### src/hw/tkcst_consts.vh
// Constants for the touch-sense cycle timer
`ifndef TKCST_CONSTS_VH
`define TKCST_CONSTS_VH

`define TKCST_ADDR_CONTROL 8'hc3
`define TKCST_ADDR_COUNT_LOW 8'hc4
`define TKCST_ADDR_COUNT_HIGH 8'hc5

`define TKCST_BIT_DONE 7
`define TKCST_BIT_LENGTH 4
`define TKCST_CHAN_MSB 2
`define TKCST_CHAN_LSB 0
`define TKCST_BIT_CHANGED 15

`define TKCST_CONTROL_RESET 8'h00
`define TKCST_COUNT_HIGH_RESET 8'h00

`define TKCST_CHAN_OFF 3'h0
`define TKCST_CHAN_FIRST 3'h1
`define TKCST_CHAN_LAST 3'h6
`define TKCST_CHAN_FLOAT 3'h7

`define TKCST_OSC_MHZ 24
`define TKCST_CYCLE_SHORT_US 1000
`define TKCST_CYCLE_LONG_US 2000
`define TKCST_PREP_US 87
`define TKCST_CYCLE_SHORT_CLKS (`TKCST_CYCLE_SHORT_US * `TKCST_OSC_MHZ)
`define TKCST_CYCLE_LONG_CLKS (`TKCST_CYCLE_LONG_US * `TKCST_OSC_MHZ)
`define TKCST_PREP_CLKS (`TKCST_PREP_US * `TKCST_OSC_MHZ)

`define TKCST_COUNT_WIDTH 14
`define TKCST_TIMER_WIDTH 16

`endif

### src/hw/tkcst_timer.v
// Touch-sense cycle timer with control and count registers
`timescale 1ns/1ns
`default_nettype none
`include "tkcst_consts.vh"

module tkcst_timer #(
	parameter [15:0] CYCLE_SHORT_CLKS = `TKCST_CYCLE_SHORT_CLKS,
	parameter [15:0] CYCLE_LONG_CLKS = `TKCST_CYCLE_LONG_CLKS
) (
	input wire clk,
	input wire reset_n,
	input wire [7:0] reg_addr,
	input wire [7:0] reg_wdata,
	input wire reg_write,
	input wire reg_read,
	output reg [15:0] reg_rdata,
	input wire [5:0] sense_input,
	output wire [5:0] sense_connect,
	output wire sense_power,
	output wire detect_active,
	output wire irq
);

	// Stage codes and fixed constants
	localparam STATE_PREP = 1'b0;
	localparam STATE_DETECT = 1'b1;
	localparam [15:0] PREP_CLKS = `TKCST_PREP_CLKS;
	localparam [7:0] CONTROL_RESET = `TKCST_CONTROL_RESET;
	localparam [`TKCST_COUNT_WIDTH-1:0] COUNT_ZERO = {`TKCST_COUNT_WIDTH{1'b0}};
	localparam [`TKCST_COUNT_WIDTH-1:0] COUNT_ONE = {{(`TKCST_COUNT_WIDTH-1){1'b0}}, 1'b1};
	localparam [`TKCST_COUNT_WIDTH-1:0] COUNT_FULL = {`TKCST_COUNT_WIDTH{1'b1}};
	localparam [15:0] TIMER_ZERO = 16'h0000;
	localparam [15:0] TIMER_STEP = 16'h0001;

	// True when a channel code selects one of the six sense inputs
	function chan_valid;
		input [2:0] code;
		begin
			chan_valid = (code >= `TKCST_CHAN_FIRST) && (code <= `TKCST_CHAN_LAST);
		end
	endfunction

	// One-hot connect mask for a channel code; codes 0 and 7 connect nothing
	function [5:0] chan_mask;
		input [2:0] code;
		reg [2:0] index;
		begin
			index = code - `TKCST_CHAN_FIRST;
			if (chan_valid(code)) begin
				chan_mask = 6'h01 << index;
			end else begin
				chan_mask = 6'h00;
			end
		end
	endfunction

	// Register address match, shared by the write and read paths
	function addr_is;
		input [7:0] addr;
		input [7:0] target;
		begin
			addr_is = (addr == target);
		end
	endfunction

	// Control byte as software reads it; reserved bits read as zero
	function [7:0] control_byte;
		input done;
		input length;
		input [2:0] channel;
		begin
			control_byte = 8'h00;
			control_byte[`TKCST_BIT_DONE] = done;
			control_byte[`TKCST_BIT_LENGTH] = length;
			control_byte[`TKCST_CHAN_MSB:`TKCST_CHAN_LSB] = channel;
		end
	endfunction

	// Saturating increment, so a stuck input cannot wrap the reading to a small value
	function [`TKCST_COUNT_WIDTH-1:0] count_step;
		input [`TKCST_COUNT_WIDTH-1:0] value;
		begin
			if (value == COUNT_FULL) begin
				count_step = value;
			end else begin
				count_step = value + COUNT_ONE;
			end
		end
	endfunction

	// State
	reg state;
	reg [15:0] timer;
	reg length_select;
	reg [2:0] channel_select;
	reg cycle_done_flag;
	reg control_changed_flag;
	reg [`TKCST_COUNT_WIDTH-1:0] count;

	// Decoded conditions
	wire control_write;
	wire read_control;
	wire read_count_low;
	wire read_count_high;
	wire in_prep;
	wire in_detect;
	wire [15:0] cycle_clks;
	wire [15:0] prep_last;
	wire [15:0] cycle_last;
	wire prep_end;
	wire cycle_end;
	wire [5:0] mask;
	wire sense_hit;
	wire [15:0] count_word;
	wire [7:0] control_view;

	// Next-state values
	reg next_state;
	reg [15:0] next_timer;
	reg next_done;
	reg next_changed;
	reg [`TKCST_COUNT_WIDTH-1:0] next_count;
	reg [15:0] next_rdata;

	// Address decode
	assign control_write = reg_write && addr_is(reg_addr, `TKCST_ADDR_CONTROL);
	assign read_control = addr_is(reg_addr, `TKCST_ADDR_CONTROL);
	assign read_count_low = addr_is(reg_addr, `TKCST_ADDR_COUNT_LOW);
	assign read_count_high = addr_is(reg_addr, `TKCST_ADDR_COUNT_HIGH);

	// Stage decode
	assign in_prep = (state == STATE_PREP);
	assign in_detect = (state == STATE_DETECT);

	// Nominal times hold only when clk runs at the 24 MHz reference
	assign cycle_clks = length_select ? CYCLE_LONG_CLKS : CYCLE_SHORT_CLKS;
	assign prep_last = PREP_CLKS - TIMER_STEP;
	assign cycle_last = cycle_clks - TIMER_STEP;
	assign prep_end = in_prep && (timer >= prep_last);
	// A shortened length mid-cycle ends the cycle at once rather than wrapping
	assign cycle_end = in_detect && (timer >= cycle_last);

	// Sense input selection
	assign mask = chan_mask(channel_select);
	assign sense_power = (channel_select != `TKCST_CHAN_OFF);
	assign detect_active = in_detect && sense_power;
	assign sense_hit = |(mask & sense_input);

	// Software view
	assign irq = cycle_done_flag;
	assign count_word = {control_changed_flag, 1'b0, count};
	assign control_view = control_byte(cycle_done_flag, length_select, channel_select);

	// Connect only a powered, selected input
	genvar i;
	generate
		for (i = 0; i < 6; i = i + 1) begin : g_connect
			assign sense_connect[i] = mask[i] && sense_power;
		end
	endgenerate

	// Stage sequencer: preparation, then detection, then back
	always @* begin
		next_state = state;
		next_timer = timer + TIMER_STEP;
		case (state)
			STATE_PREP: begin
				if (prep_end) begin
					next_state = STATE_DETECT;
					// Timer carries on so both stages sum to one full cycle
					next_timer = PREP_CLKS;
				end
			end
			STATE_DETECT: begin
				if (cycle_end) begin
					next_state = STATE_PREP;
					next_timer = TIMER_ZERO;
				end
			end
			default: begin
				next_state = STATE_PREP;
				next_timer = TIMER_ZERO;
			end
		endcase
	end

	// Done and change flags
	always @* begin
		next_done = cycle_done_flag;
		next_changed = control_changed_flag;
		if (control_write) begin
			next_done = 1'b0;
		end
		if (control_write && in_detect) begin
			next_changed = 1'b1;
		end
		if (prep_end) begin
			next_done = 1'b0;
			next_changed = 1'b0;
		end else if (cycle_end) begin
			// Event wins over a control write landing in the same cycle
			if (!control_changed_flag) begin
				next_done = 1'b1;
			end else begin
				next_done = 1'b0;
			end
		end
	end

	// Measurement count; the cycle's last clock is not counted
	always @* begin
		next_count = count;
		if (prep_end) begin
			next_count = COUNT_ZERO;
		end else if (in_detect && !cycle_end && sense_hit) begin
			next_count = count_step(count);
		end
	end

	// Read data stand one cycle only; count bytes have no write path at all
	always @* begin
		next_rdata = 16'h0000;
		if (reg_read) begin
			if (read_control) begin
				next_rdata = {8'h00, control_view};
			end else if (read_count_low) begin
				next_rdata = count_word;
			end else if (read_count_high) begin
				next_rdata = {8'h00, count_word[15:8]};
			end
		end
	end

	// Stage and timer registers
	always @(posedge clk) begin
		if (!reset_n) begin
			state <= STATE_PREP;
			timer <= TIMER_ZERO;
		end else begin
			state <= next_state;
			timer <= next_timer;
		end
	end

	// Flag registers
	always @(posedge clk) begin
		if (!reset_n) begin
			cycle_done_flag <= 1'b0;
			control_changed_flag <= 1'b0;
		end else begin
			cycle_done_flag <= next_done;
			control_changed_flag <= next_changed;
		end
	end

	// High byte resets to zero: change flag and upper count bits both clear
	always @(posedge clk) begin
		if (!reset_n) begin
			count <= COUNT_ZERO;
		end else begin
			count <= next_count;
		end
	end

	// Control register
	always @(posedge clk) begin
		if (!reset_n) begin
			length_select <= CONTROL_RESET[`TKCST_BIT_LENGTH];
			channel_select <= CONTROL_RESET[`TKCST_CHAN_MSB:`TKCST_CHAN_LSB];
		end else if (control_write) begin
			// Bit 7 and reserved bits are dropped so software cannot set the flag
			length_select <= reg_wdata[`TKCST_BIT_LENGTH];
			channel_select <= reg_wdata[`TKCST_CHAN_MSB:`TKCST_CHAN_LSB];
		end
	end

	// Read data register
	always @(posedge clk) begin
		if (!reset_n) begin
			reg_rdata <= 16'h0000;
		end else begin
			reg_rdata <= next_rdata;
		end
	end

endmodule // tkcst_timer
`default_nettype wire

### config.mk
export PLATFORM = sky130hd
export DESIGN_NAME = tkcst_timer
export DESIGN_NICKNAME = d
export VERILOG_FILES = /design/src/hw/tkcst_timer.v
export VERILOG_INCLUDE_DIRS = /design/src /design/src/hw
export SDC_FILE = /design/constraint.sdc
export NUM_CORES = 1
export LEC_CHECK = 0
export BUFFER_PORTS_ARGS = -buffer_cell sky130_fd_sc_hd__buf_2
export CAP_MARGIN = 30
export CORE_MARGIN = 2
export CORE_UTILIZATION = 38
export DETAILED_ROUTE_END_ITERATION = 7
export PLACE_DENSITY = 0.64
export REMOVE_ABC_BUFFERS = 1
export SYNTH_ARGS = -nofsm -noshare
export SYNTH_HDL_FRONTEND = slang
export SYNTH_SLANG_ARGS = --single-unit
### constraint.sdc
create_clock -name clk -period 2.4 [get_ports clk]
set_clock_uncertainty 0.05 [all_clocks]
set_input_delay 0.24 -clock clk [delete_from_list [all_inputs] [get_ports clk]]
set_output_delay 0.24 -clock clk [all_outputs]
set_load 0.01 [all_outputs]
After elaboration in Yosys (flattened, before gate mapping)
Cells that the tools add are included.

$add $sub $neg: 4. Equal/unequal tests: 4. Bitwise gates (word level): 5. Shift-type cells: 1. Reduce and logical (&&, ||, !) cells: 23. Order comparisons: 4. Multiplexer cells: 14.

Operators by type and width (number): 2-to-1 mux 16 bit (4); case mux 16 bit (2 select lines) (1); == test 8 bit (second input constant) (3); adder 16 x 1 -> 16 bit (second input constant) (1); greater-or-equal comparator 16 x 12 -> 1 bit (second input constant) (1); greater-or-equal comparator 16 bit (1); 2-to-1 mux 8 bit (2); subtractor 16 x 1 -> 16 bit (second input constant) (1); adder 14 x 1 -> 14 bit (second input constant) (1); == test 14 bit (second input constant) (1); logical AND 1 bit (14); AND 6 bit (1); 2-to-1 mux 6 bit (1); OR reduction 6 bit (1); left shift 1 x 3 -> 6 bit (first input constant) (1); 2-to-1 mux 1 bit (5); NOT 1 bit (4); AND reduction 2 bit (2); OR reduction 4 bit (1); greater-or-equal comparator 3 x 1 -> 1 bit (second input constant) (1); less-or-equal comparator 3 bit (second input constant) (1); nonzero test 3 bit (1); OR reduction 3 bit (1); subtractor 3 x 1 -> 3 bit (second input constant) (1); other kinds (4) (4).

Output and inout port bits: 25. Register bits: 53. Word-level logic and storage cells: 65. Bits of input ports: 26.

Logic depth before layout (Yosys ltp)
Gate-level depths: netlist of the first run.

Depth after elaboration: 8. Gate-level depth with buffers: 10. Gate-level depth less buffers: 7.

Least setup slack after synthesis of the first run
No wires, ideal clock.

Kind: register to register. From: reg channel_select[1]. To: reg count[10]. Data required time: 2.280 ns. Setup slack: 0.098 ns. Period minus slack after synthesis: 2.302 ns. Setup time: 0.070 ns. Buffers on the path: 2. Arrival: 2.182 ns. Stages on the path, launching flop included: 10. Cell sequence: dfxtp_1 -> buf_6 -> nor2_1 -> ha_1 -> nor3b_2 -> a2bb2oi_1 -> a31o_4 -> buf_6 -> or4_1 -> a21oi_1.

Word-level cells in the longest chain between the ends: 7. Elaborated cells on any way between the ends: 10. Classes of those cells: add/sub (1); order compare (2); shift (1); mux (1); bitwise (1); reduce/logical (4).

Ends and longest elaborated chain: start, declared (line tkcst_timer.v:95) `reg [2:0] channel_select;`; start signal, assigned (line tkcst_timer.v:269) `` channel_select <= CONTROL_RESET[`TKCST_CHAN_MSB:`TKCST_CHAN_LSB]; ``; start signal, assigned (line tkcst_timer.v:273) `` channel_select <= reg_wdata[`TKCST_CHAN_MSB:`TKCST_CHAN_LSB]; ``; subtractor 3 x 1 -> 3 bit (no source line), or another cell as far along; left shift 1 x 3 -> 6 bit / logical AND 1 bit (equally long branches) (line tkcst_timer.v:50, tkcst_timer.v:39); 2-to-1 mux 6 bit (*) (line tkcst_timer.v:49) `if (chan_valid(code)) begin`; AND 6 bit (*) (line tkcst_timer.v:147) `assign sense_hit = |(mask & sense_input);`; OR reduction 6 bit (*) (line tkcst_timer.v:147); logical AND 1 bit (*) (line tkcst_timer.v:215) `end else if (in_detect && !cycle_end && sense_hit) begin`; AND reduction 2 bit (no source line) (*); end signal, assigned (line tkcst_timer.v:261) `count <= next_count;`; end, declared (line tkcst_timer.v:98) `` reg [`TKCST_COUNT_WIDTH-1:0] count; ``.

Mark *: on every way between the ends. The rest lies on a longest branch, timed or not. A chain may end at the register's enable or synchronous reset.

Final worst setup path of the first run
From: reg channel_select[0]. To: reg count[9].

The elaborated chain is that of the path after synthesis.

==> results.toml, run 1 <==
[worst_setup_path]
rrSetupSlack_ps = 130
crit_buf_inv = 0
crit_arrival_ps = 2460
critPathMaxFanout = 23
critPathCaptureType = "flip-flop"
worst_ep_required_time_ps = 2590
slowest_delay_ps = 520
startpoint_type = "flip-flop"
path_cells = "nor2_1 -> ha_1 -> and4bb_2 -> o21ai_1 -> a31o_4 -> or4_1 -> a21oi_1"
slowest_stage = "or4_1"
cp_top_family = "simple AND/OR/NAND/NOR gates"
worstSetupPathType = "flip-flop to flip-flop"

[layout]
final_common_cell = "dfxtp_1"
n_antenna_cell = 0
layout-drive-gt1-share_pct = 22.2
fin_util_pct = 46.4
nets = 387
final_cell_mix = "dfxtp_1, buf_2, nor2_1, a21oi_1"
final_cells = 432
final_area_um2 = 3120
area_delta_synth_final_pct = 20.1

[route]
first_pass_iters = 4
drc = 0
drt_iter0_markers = 173
wire_per_inst_um = 13.6
num_vias = 2392
vias_per_cell = 5.54
antenna_left = 0
wl_um = 5890

[power_and_ir_drop]
total_power_mw = 1.58
p_per_area_nw_per_um2 = 506
leakage_nw = 1.23
irDropWorstVdd_mv = 0.343
power_frac_comb_pct = 3.6
switchingPower_mw = 0.317
p_clk_share_pct = 41.3
p_seq_share_pct = 55.1
power.internal_mw = 1.26
swShare_pct = 20.1

[die]
initial_core_util_pct = 38.7
die_h_um = 86.7
pin_count = 51
die_w_um = 86.7
dieArea_um2 = 7510
core_area_um2 = 6720
row_count = 30

[clocking]
clock_latency_ps = 310
cts.sinks = 52
cts_hold_buffers = 0
post-cts-setup-buffer-count = 0
cts_tree = "built"
numCtsBuffers = 5
postCtsResizedCells = 0
htreeDepth = 2
clk_pin_slew_ps = 90
clock_path_buffers = 2
root_buffer = "clkbuf_8"

[place]
dp_cells = 424
dpl_cell_area_um2 = 2980
dp_hpwl_um = 4380
io_buffers = 45
place_congestion = 0.867

[logic_synthesis]
ys_types = 52
netlist_area_um2 = 2600
synth_edf_count = 0
synthCells = 295
synth-seq-cells = 52
yosys_most_used_dff = "dfxtp_1"
avgSynthCellArea_um2 = 8.81
yosys_warnings = 0
yosysSeqAreaShare_pct = 40.1
synthArstFlopShare_pct = 0

[grt]
grt_pass1_wl_um = 9410
grt_max_degree = 24
grt_pass1_vias = 2046
grt_antenna_before_repair = 0
track_usage_pct = 15.6
overflow = 0

[sta]
finalSetupViolCount = 0
hold-worst-slack_ps = 125
worst_pin_slew_ps = 644
drv_slew = 0
min_period_over_period_pct = 94.7
fmax_mhz = 440
hold_viol_final = 0
maxSlewHeadroom_pct = 56.7
period_needed_ps = 2270

[flow_run]
max-cap-violations = 0

[run_status]
outcome = "completed"

[hold_path]
hp-class = "input port to flip-flop"
-- cells by family after synthesis --
logic type               Yosys count  synth area share (%)
other                              1                 0.144
AND/OR/NAND/NOR                  131                  27.8
adder cells (fa/ha/maj)           10                  4.82
AO/OA/AOI/OAI                     66                  17.9
buffers and inverters             20                  4.09
multiplexers                       3                  1.16
flip-flops                        52                  40.1
XOR/XNOR                          12                  4.05
-- Yosys cell counts, types with 3 or more instances --
| master | count | share of area [%] |
|---|---|---|
| dfxtp_1 | 52 | 40 |
| nor2_1 | 26 | 3.8 |
| a21oi_1 | 23 | 4.4 |
| nand2_1 | 20 | 2.9 |
| nand3_1 | 20 | 3.9 |
| and2_1 | 10 | 2.4 |
| ha_1 | 10 | 4.8 |
| inv_1 | 10 | 1.4 |
| xor2_1 | 9 | 3.0 |
| nand4_1 | 8 | 1.9 |
| nor3_1 | 8 | 1.5 |
| o31ai_1 | 7 | 2.0 |
| or3_1 | 7 | 1.7 |
| or4_1 | 6 | 1.7 |
| a222oi_1 | 5 | 1.9 |
| nand2b_1 | 5 | 1.2 |
| o21ai_0 | 5 | 0.96 |
| buf_4 | 4 | 1.2 |
| nor4_1 | 4 | 0.96 |
| a22oi_1 | 3 | 0.87 |
| a31oi_1 | 3 | 0.72 |
| and4_1 | 3 | 1.0 |
| and4bb_2 | 3 | 1.4 |
| clkbuf_1 | 3 | 0.43 |
| mux2i_1 | 3 | 1.2 |
| o41ai_1 | 3 | 1.0 |
| xnor2_1 | 3 | 1.0 |
-- metrics by stage --
stage                     setup WS, ps  setup TNS, ps
after floorplan                   84.9              0
after global placement            81.6              0
after detailed placement          52.3              0
after CTS                         34.2              0
after global routing             -4.76          -4.76
final                              127              0
-- worst reg2reg max path, delay by kind of cell, from the launching register on --
family,cells,cell delay [ps]
compound gates,3,540
flops,1,340
simple gates,3,910
fa+ha+maj,1,370
-- power groups by stage --
stage / Sequential (mW) / Clock (mW) / Combinational [mW]
floorplan: 0.889 / 0 / 0.0242
global placement: 0.890 / 0 / 0.0558
detailed placement: 0.890 / 0 / 0.0569
CTS: 0.870 / 0.667 / 0.0572
global route: 0.871 / 0.699 / 0.0623
finish: 0.870 / 0.651 / 0.0566
-- registers in the layout (all words and copies together) (netlist names) --
signal,count
timer,16
channel_select,3
reg_rdata,15
length_select,1
in_detect,1
control_changed_flag,1
count,14
irq,1
-- routing by layer --
layer	vias to the layer above	part of all wire [%]	global-route usage, %
met5	-	0	0
met4	0	1.5	4.55
met3	10	5.4	3.24
met2	57	47	25.6
met1	1117	46	20.8
li1	1208	-	-
-- final timing paths --
| path | to | depth (start not counted) | start |
|---|---|---|---|
| max | count[9] | 7 | channel_select[0] |
| min | length_select | 3 | reg_wdata[4] |
| max reg2reg | count[9] | 7 | channel_select[0] |
| min reg2reg | timer[0] | 1 | timer[0] |
-- cell type report --
class,instances,area (um^2)
Inverter,10,37.5
Multi-Input combinational cell,223,1460
Clock inverter,1,30.0
Sequential cell,52,1040
Timing Repair Buffer,59,355
Fill cell,662,3600
Clock buffer,7,96.3
Tap cell,80,100
(Power assumes the default switching activity.)
==> inputs of run 2 (changes only) <==
==> constraint.sdc (replaced) <==
create_clock -name clk -period 2.4 [get_ports clk]
set_clock_uncertainty 0.05 [all_clocks]
set_input_delay 0.36 -clock clk [delete_from_list [all_inputs] [get_ports clk]]
set_output_delay 0.36 -clock clk [all_outputs]
set_load 0.01 [all_outputs]
==> run 2 against run 1 <==
Compared with the run above:
- via count down 0.54%
- maximum frequency down 0.51%
- global-route usage up 0.40 points
- final cell count unchanged
- critical endpoint unchanged
==> results.toml, run 2 (synthesized netlist as in run 1, its figures left out) <==
[worst_setup_path]
critPathMaxFanout = 23
slowest_delay_ps = 510
worstSetupPathType = "flip-flop to flip-flop"
worst_ep_required_time_ps = 2570
crit_arrival_ps = 2450
path_cells = "nor2_1 -> ha_1 -> and4bb_2 -> o21ai_1 -> a31o_4 -> or4_1 -> a21oi_1"
startpoint_type = "flip-flop"
critPathCaptureType = "flip-flop"
r2r-start = "channel_select[0]"
cp-startpoint = "channel_select[0]"
slowest_stage = "or4_1"

[sta]
hold_viol_final = 0
min_period_over_period_pct = 95.2
hold-worst-slack_ps = 263
finalSetupViolCount = 0
drv_slew = 0
maxSlewHeadroom_pct = 54.3
period_needed_ps = 2280
worst_pin_slew_ps = 679
setup_tns_ps = 0
fmax_mhz = 438
rsz0062_at_grt = "false"

[route]
wl_um = 6050
vias_per_cell = 5.51
antenna_left = 0
num_vias = 2379
drc = 0
wire_per_inst_um = 14.0
drt_iter0_markers = 186
first_pass_iters = 5

[grt]
grt_util_met2_pct = 25.5
track_usage_pct = 16.0
overflow = 0
use_met1_pct = 22.0
grt_max_degree = 24
grt_antenna_before_repair = 0
grt_pass1_wl_um = 9830
grt_pass1_vias = 2127
grt_busiest_layer = "met2"
grt_util_met3_pct = 3.33

[clocking]
post-cts-setup-buffer-count = 0
root_buffer = "clkbuf_8"
clock_path_buffers = 2
numCtsBuffers = 5
clk_pin_slew_ps = 90
cts.sinks = 52
htreeDepth = 2
cts_tree = "built"
clock_latency_ps = 290

[place]
dp_hpwl_um = 4430
io_buffers = 45
place_congestion = 0.887

[layout]
final_cell_mix = "dfxtp_1, buf_2, nor2_1, a21oi_1"
layout-drive-gt1-share_pct = 21.3
n_fill_cell = 669
largestRegisters = "timer x16, reg_rdata x15, count x14"
final_common_cell = "dfxtp_1"
nets = 387
largest_reg_flops = 16
area_delta_synth_final_pct = 18.7
n_antenna_cell = 0
regMostFlops = "timer"

[die]
die_w_um = 86.7
core_area_um2 = 6720
initial_core_util_pct = 38.7
row_count = 30
pin_count = 51
die_h_um = 86.7
dieArea_um2 = 7510

[run_status]
outcome = "completed"

[hold_path]
hp-class = "input port to flip-flop"
hold_start = "reg_wdata[4]"

[power_and_ir_drop]
irDropWorstVdd_mv = 0.289
leakage_nw = 1.21
p_per_area_nw_per_um2 = 461

[flow_run]
max-cap-violations = 0
## run 2: worst paths after layout
path / to / slack [ps] / cells past startpoint
max: count[9] / 120 / 7
min: length_select / 260 / 3
max reg2reg: count[9] / 120 / 7
min reg2reg: timer[0] / 400 / 1
## run 2: area by class of cell
type                    count  area, um^2  area share (%)
repair buffers             59         355            11.5
flip-flops and latches     52        1040            33.9
inverters                  10        37.5            1.22
clock buffers               8        90.1            2.92
multi-input cells         223        1460            47.2
well taps                  80         100            3.25
## run 2: report_power, final
part,switching [mW],internal [mW],total [mW]
Clock,0.260,0.236,0.496
Combinational,0.0306,0.0261,0.0568
Sequential,0.00359,0.865,0.869
## run 2: metal layers
layer | wire (um) | vias to the layer above
li1 | - | 1203
met1 | 2880 | 1096
met2 | 2810 | 72
met3 | 285 | 8
met4 | 78 | 0
met5 | 0 | -
## run 2: timing repair
item / in CTS / in global routing
resized for setup: 0 / 3
setup endpoints to repair: 0 / 32
hold buffers: 0 / 0
## run 2: critical path: cells and delay by family (launching register included)
kind	cells	cell delay, ps
simple gates	3	880
compound gates	3	560
fa+ha+maj	1	370
flops	1	340
## run 2: through the flow
step / worst slack [ps] / cells / utilization, % / instance area (um^2) / power [mW]
CTS: 12.9 / 432 / 45.8 / 3070 / 1.44
floorplan: 84.9 / 285 / - / 2530 / 0.914
detailed placement: 43.0 / 424 / 44.4 / 2980 / 0.947
global route: 7.22 / 432 / 45.9 / 3080 / 1.49
finish: 116 / 432 / 45.9 / 3080 / 1.42
global placement: 78.3 / 424 / 44.4 / 2980 / 0.945
==> inputs of run 3 (changes only) <==
--- a/config.mk
+++ b/config.mk
@@ -15,2 +15,3 @@
 export REMOVE_ABC_BUFFERS = 1
+export SKIP_LAST_GASP = 1
 export SYNTH_ARGS = -nofsm -noshare
==> constraint.sdc (replaced) <==
create_clock -name clk -period 1.9 [get_ports clk]
set_clock_uncertainty 0.05 [all_clocks]
set_input_delay 0.285 -clock clk [delete_from_list [all_inputs] [get_ports clk]]
set_output_delay 0.285 -clock clk [all_outputs]
set_load 0.05 [all_outputs]
==> run 3 against run 2 <==
Compared with the run above:
- global-route usage rose by 3.7 points
- clock-buffer cell count down 2
- the flow now finishes with violations (setup timing)
- highest routed layer unchanged
- sequential power is 25% higher
- clock power increased by 33%
- sequential share of layout area decreased by 6.7 points
- die area stayed put
==> results.toml, run 3 (synthesized netlist as in run 1, its figures left out) <==
[clocking]
htreeDepth = 2
clock_latency_ps = 310
root_buffer = "clkbuf_8"
numCtsBuffers = 5
clock_path_buffers = 2
cts_hold_buffers = 0
cts_tree = "built"
clk_pin_slew_ps = 90
cts.sinks = 52

[place]
dp_cells = 462
dp_slack_ps = -352
dp_hpwl_um = 4840
io_buffers = 45
place_congestion = 0.895

[die]
pin_count = 51
row_count = 30
die_h_um = 86.7
initial_core_util_pct = 38.7
die_w_um = 86.7
core_area_um2 = 6720
dieArea_um2 = 7510

[run_status]
outcome = "finished with violations"
violations = "setup timing"

[route]
wire_per_inst_um = 15.4
drt_iter0_markers = 220
first_pass_iters = 4
num_vias = 2677
drc = 0
vias_per_cell = 5.51
wl_um = 7480
antenna_left = 0

[power_and_ir_drop]
power_frac_comb_pct = 5.0
power.internal_mw = 1.43
swShare_pct = 22.9
switchingPower_mw = 0.423
total_power_mw = 1.85
leakage_nw = 1.53
p_clk_share_pct = 35.8
irDropWorstVdd_mv = 0.501
p_seq_share_pct = 59.2
p_per_area_nw_per_um2 = 477

[grt]
grt_util_met3_pct = 4.67
grt_pass1_wl_um = 11900
use_met1_pct = 23.9
grt_util_met2_pct = 33.9
overflow = 0
grt_antenna_before_repair = 0
grt_pass1_vias = 2564
grt_busiest_layer = "met2"
track_usage_pct = 19.7
grt_max_degree = 16

[sta]
finalSetupViolCount = 34
fmax_mhz = 465
hold-worst-slack_ps = 171
period_needed_ps = 2150
setup_ws_ps = -250
hold_viol_final = 0
min_period_over_period_pct = 113
drv_slew = 0
rsz0062_at_grt = "true"

[layout]
area_delta_synth_final_pct = 49.1
n_antenna_cell = 0
final_cells = 486
regMostFlops = "timer"
nets = 441
final_common_cell = "buf_4"
final_cell_mix = "buf_4, dfxtp_1, buf_2, nor2_1, nand2_1"
largest_reg_flops = 16
layout-drive-gt1-share_pct = 42.4
largestRegisters = "timer x16, reg_rdata x15, count x14"

[hold_path]
hp-class = "input port to flip-flop"

[worst_setup_path]
critPathMaxFanout = 8
critPathCaptureType = "flip-flop"
worstSetupPathType = "flip-flop to flip-flop"
worst_ep_required_time_ps = 2100
startpoint_type = "flip-flop"
crit_arrival_ps = 2350

[flow_run]
max-cap-violations = 0
run 3: cell types whose count changed in the layout (fill, tap and decap cells not counted), sizes merged:
cell	change
a31o	+2
buf	+49
clkbuf	+1
clkinv	+2
run 3: per-layer routing:
layer | vias to the layer above | share of wire (%)
li1 | 1320 | -
met2 | 86 | 49
met5 | - | 0
met1 | 1249 | 43
met3 | 22 | 5.4
met4 | 0 | 2.5
run 3: area by class of cell:
cell class / count / area [um^2]
multi-input combinational: 225 / 1780
tap: 80 / 100
inverter: 10 / 40.0
timing repair buffer: 111 / 808
clock buffer: 6 / 82.6
sequential: 52 / 1050
clock inverter: 2 / 10.0
fill: 567 / 2850
run 3: path summary, 6_finish.rpt:
path	start	endpoint	slack [ps]	cells after the start
worst max-delay path	length_select	count[10]	-250	8
worst min-delay path	reg_wdata[0]	channel_select[0]	170	3
worst max register to register	length_select	count[10]	-250	8
worst min register to register	length_select	length_select	460	2
run 3: power by group through the flow:
| stage | sequential (mW) | clock (mW) | combinational (mW) |
|---|---|---|---|
| after floorplan | 1.12 | 0 | 0.0344 |
| after global placement | 1.12 | 0 | 0.0822 |
| after detailed placement | 1.12 | 0 | 0.0845 |
| after CTS | 1.10 | 0.663 | 0.0888 |
| after global routing | 1.10 | 0.712 | 0.103 |
| final | 1.09 | 0.661 | 0.0925 |
run 3: repair_timing:
item                                   in CTS  in global routing
cloned                                      3                  0
endpoints found under the hold margin       0                  0
setup buffers                               6                  8
pin swaps                                  23                 20
resized for setup                          50                 28
setup endpoints to repair                  36                 37
run 3: worst max-delay path, cell delays in order, from the launching register on:
cell and delay [ps]:
dfxtp_4 370, buf_6 130, ha_4 210, a21oi_2 110
o31a_1 260, o211ai_4 140, buf_12 160, or4_4 510
a21oi_2 140
run 3: stage by stage:
step | setup TNS, ps | util, % | instance area (um^2)
detailed placement | -9140 | 48.7 | 3270
global placement | -7730 | 48.7 | 3270
finish | -5780 | 57.6 | 3870
floorplan | -16100 | - | 2530
CTS | -5860 | 55.0 | 3700
global route | -8280 | 57.6 | 3870
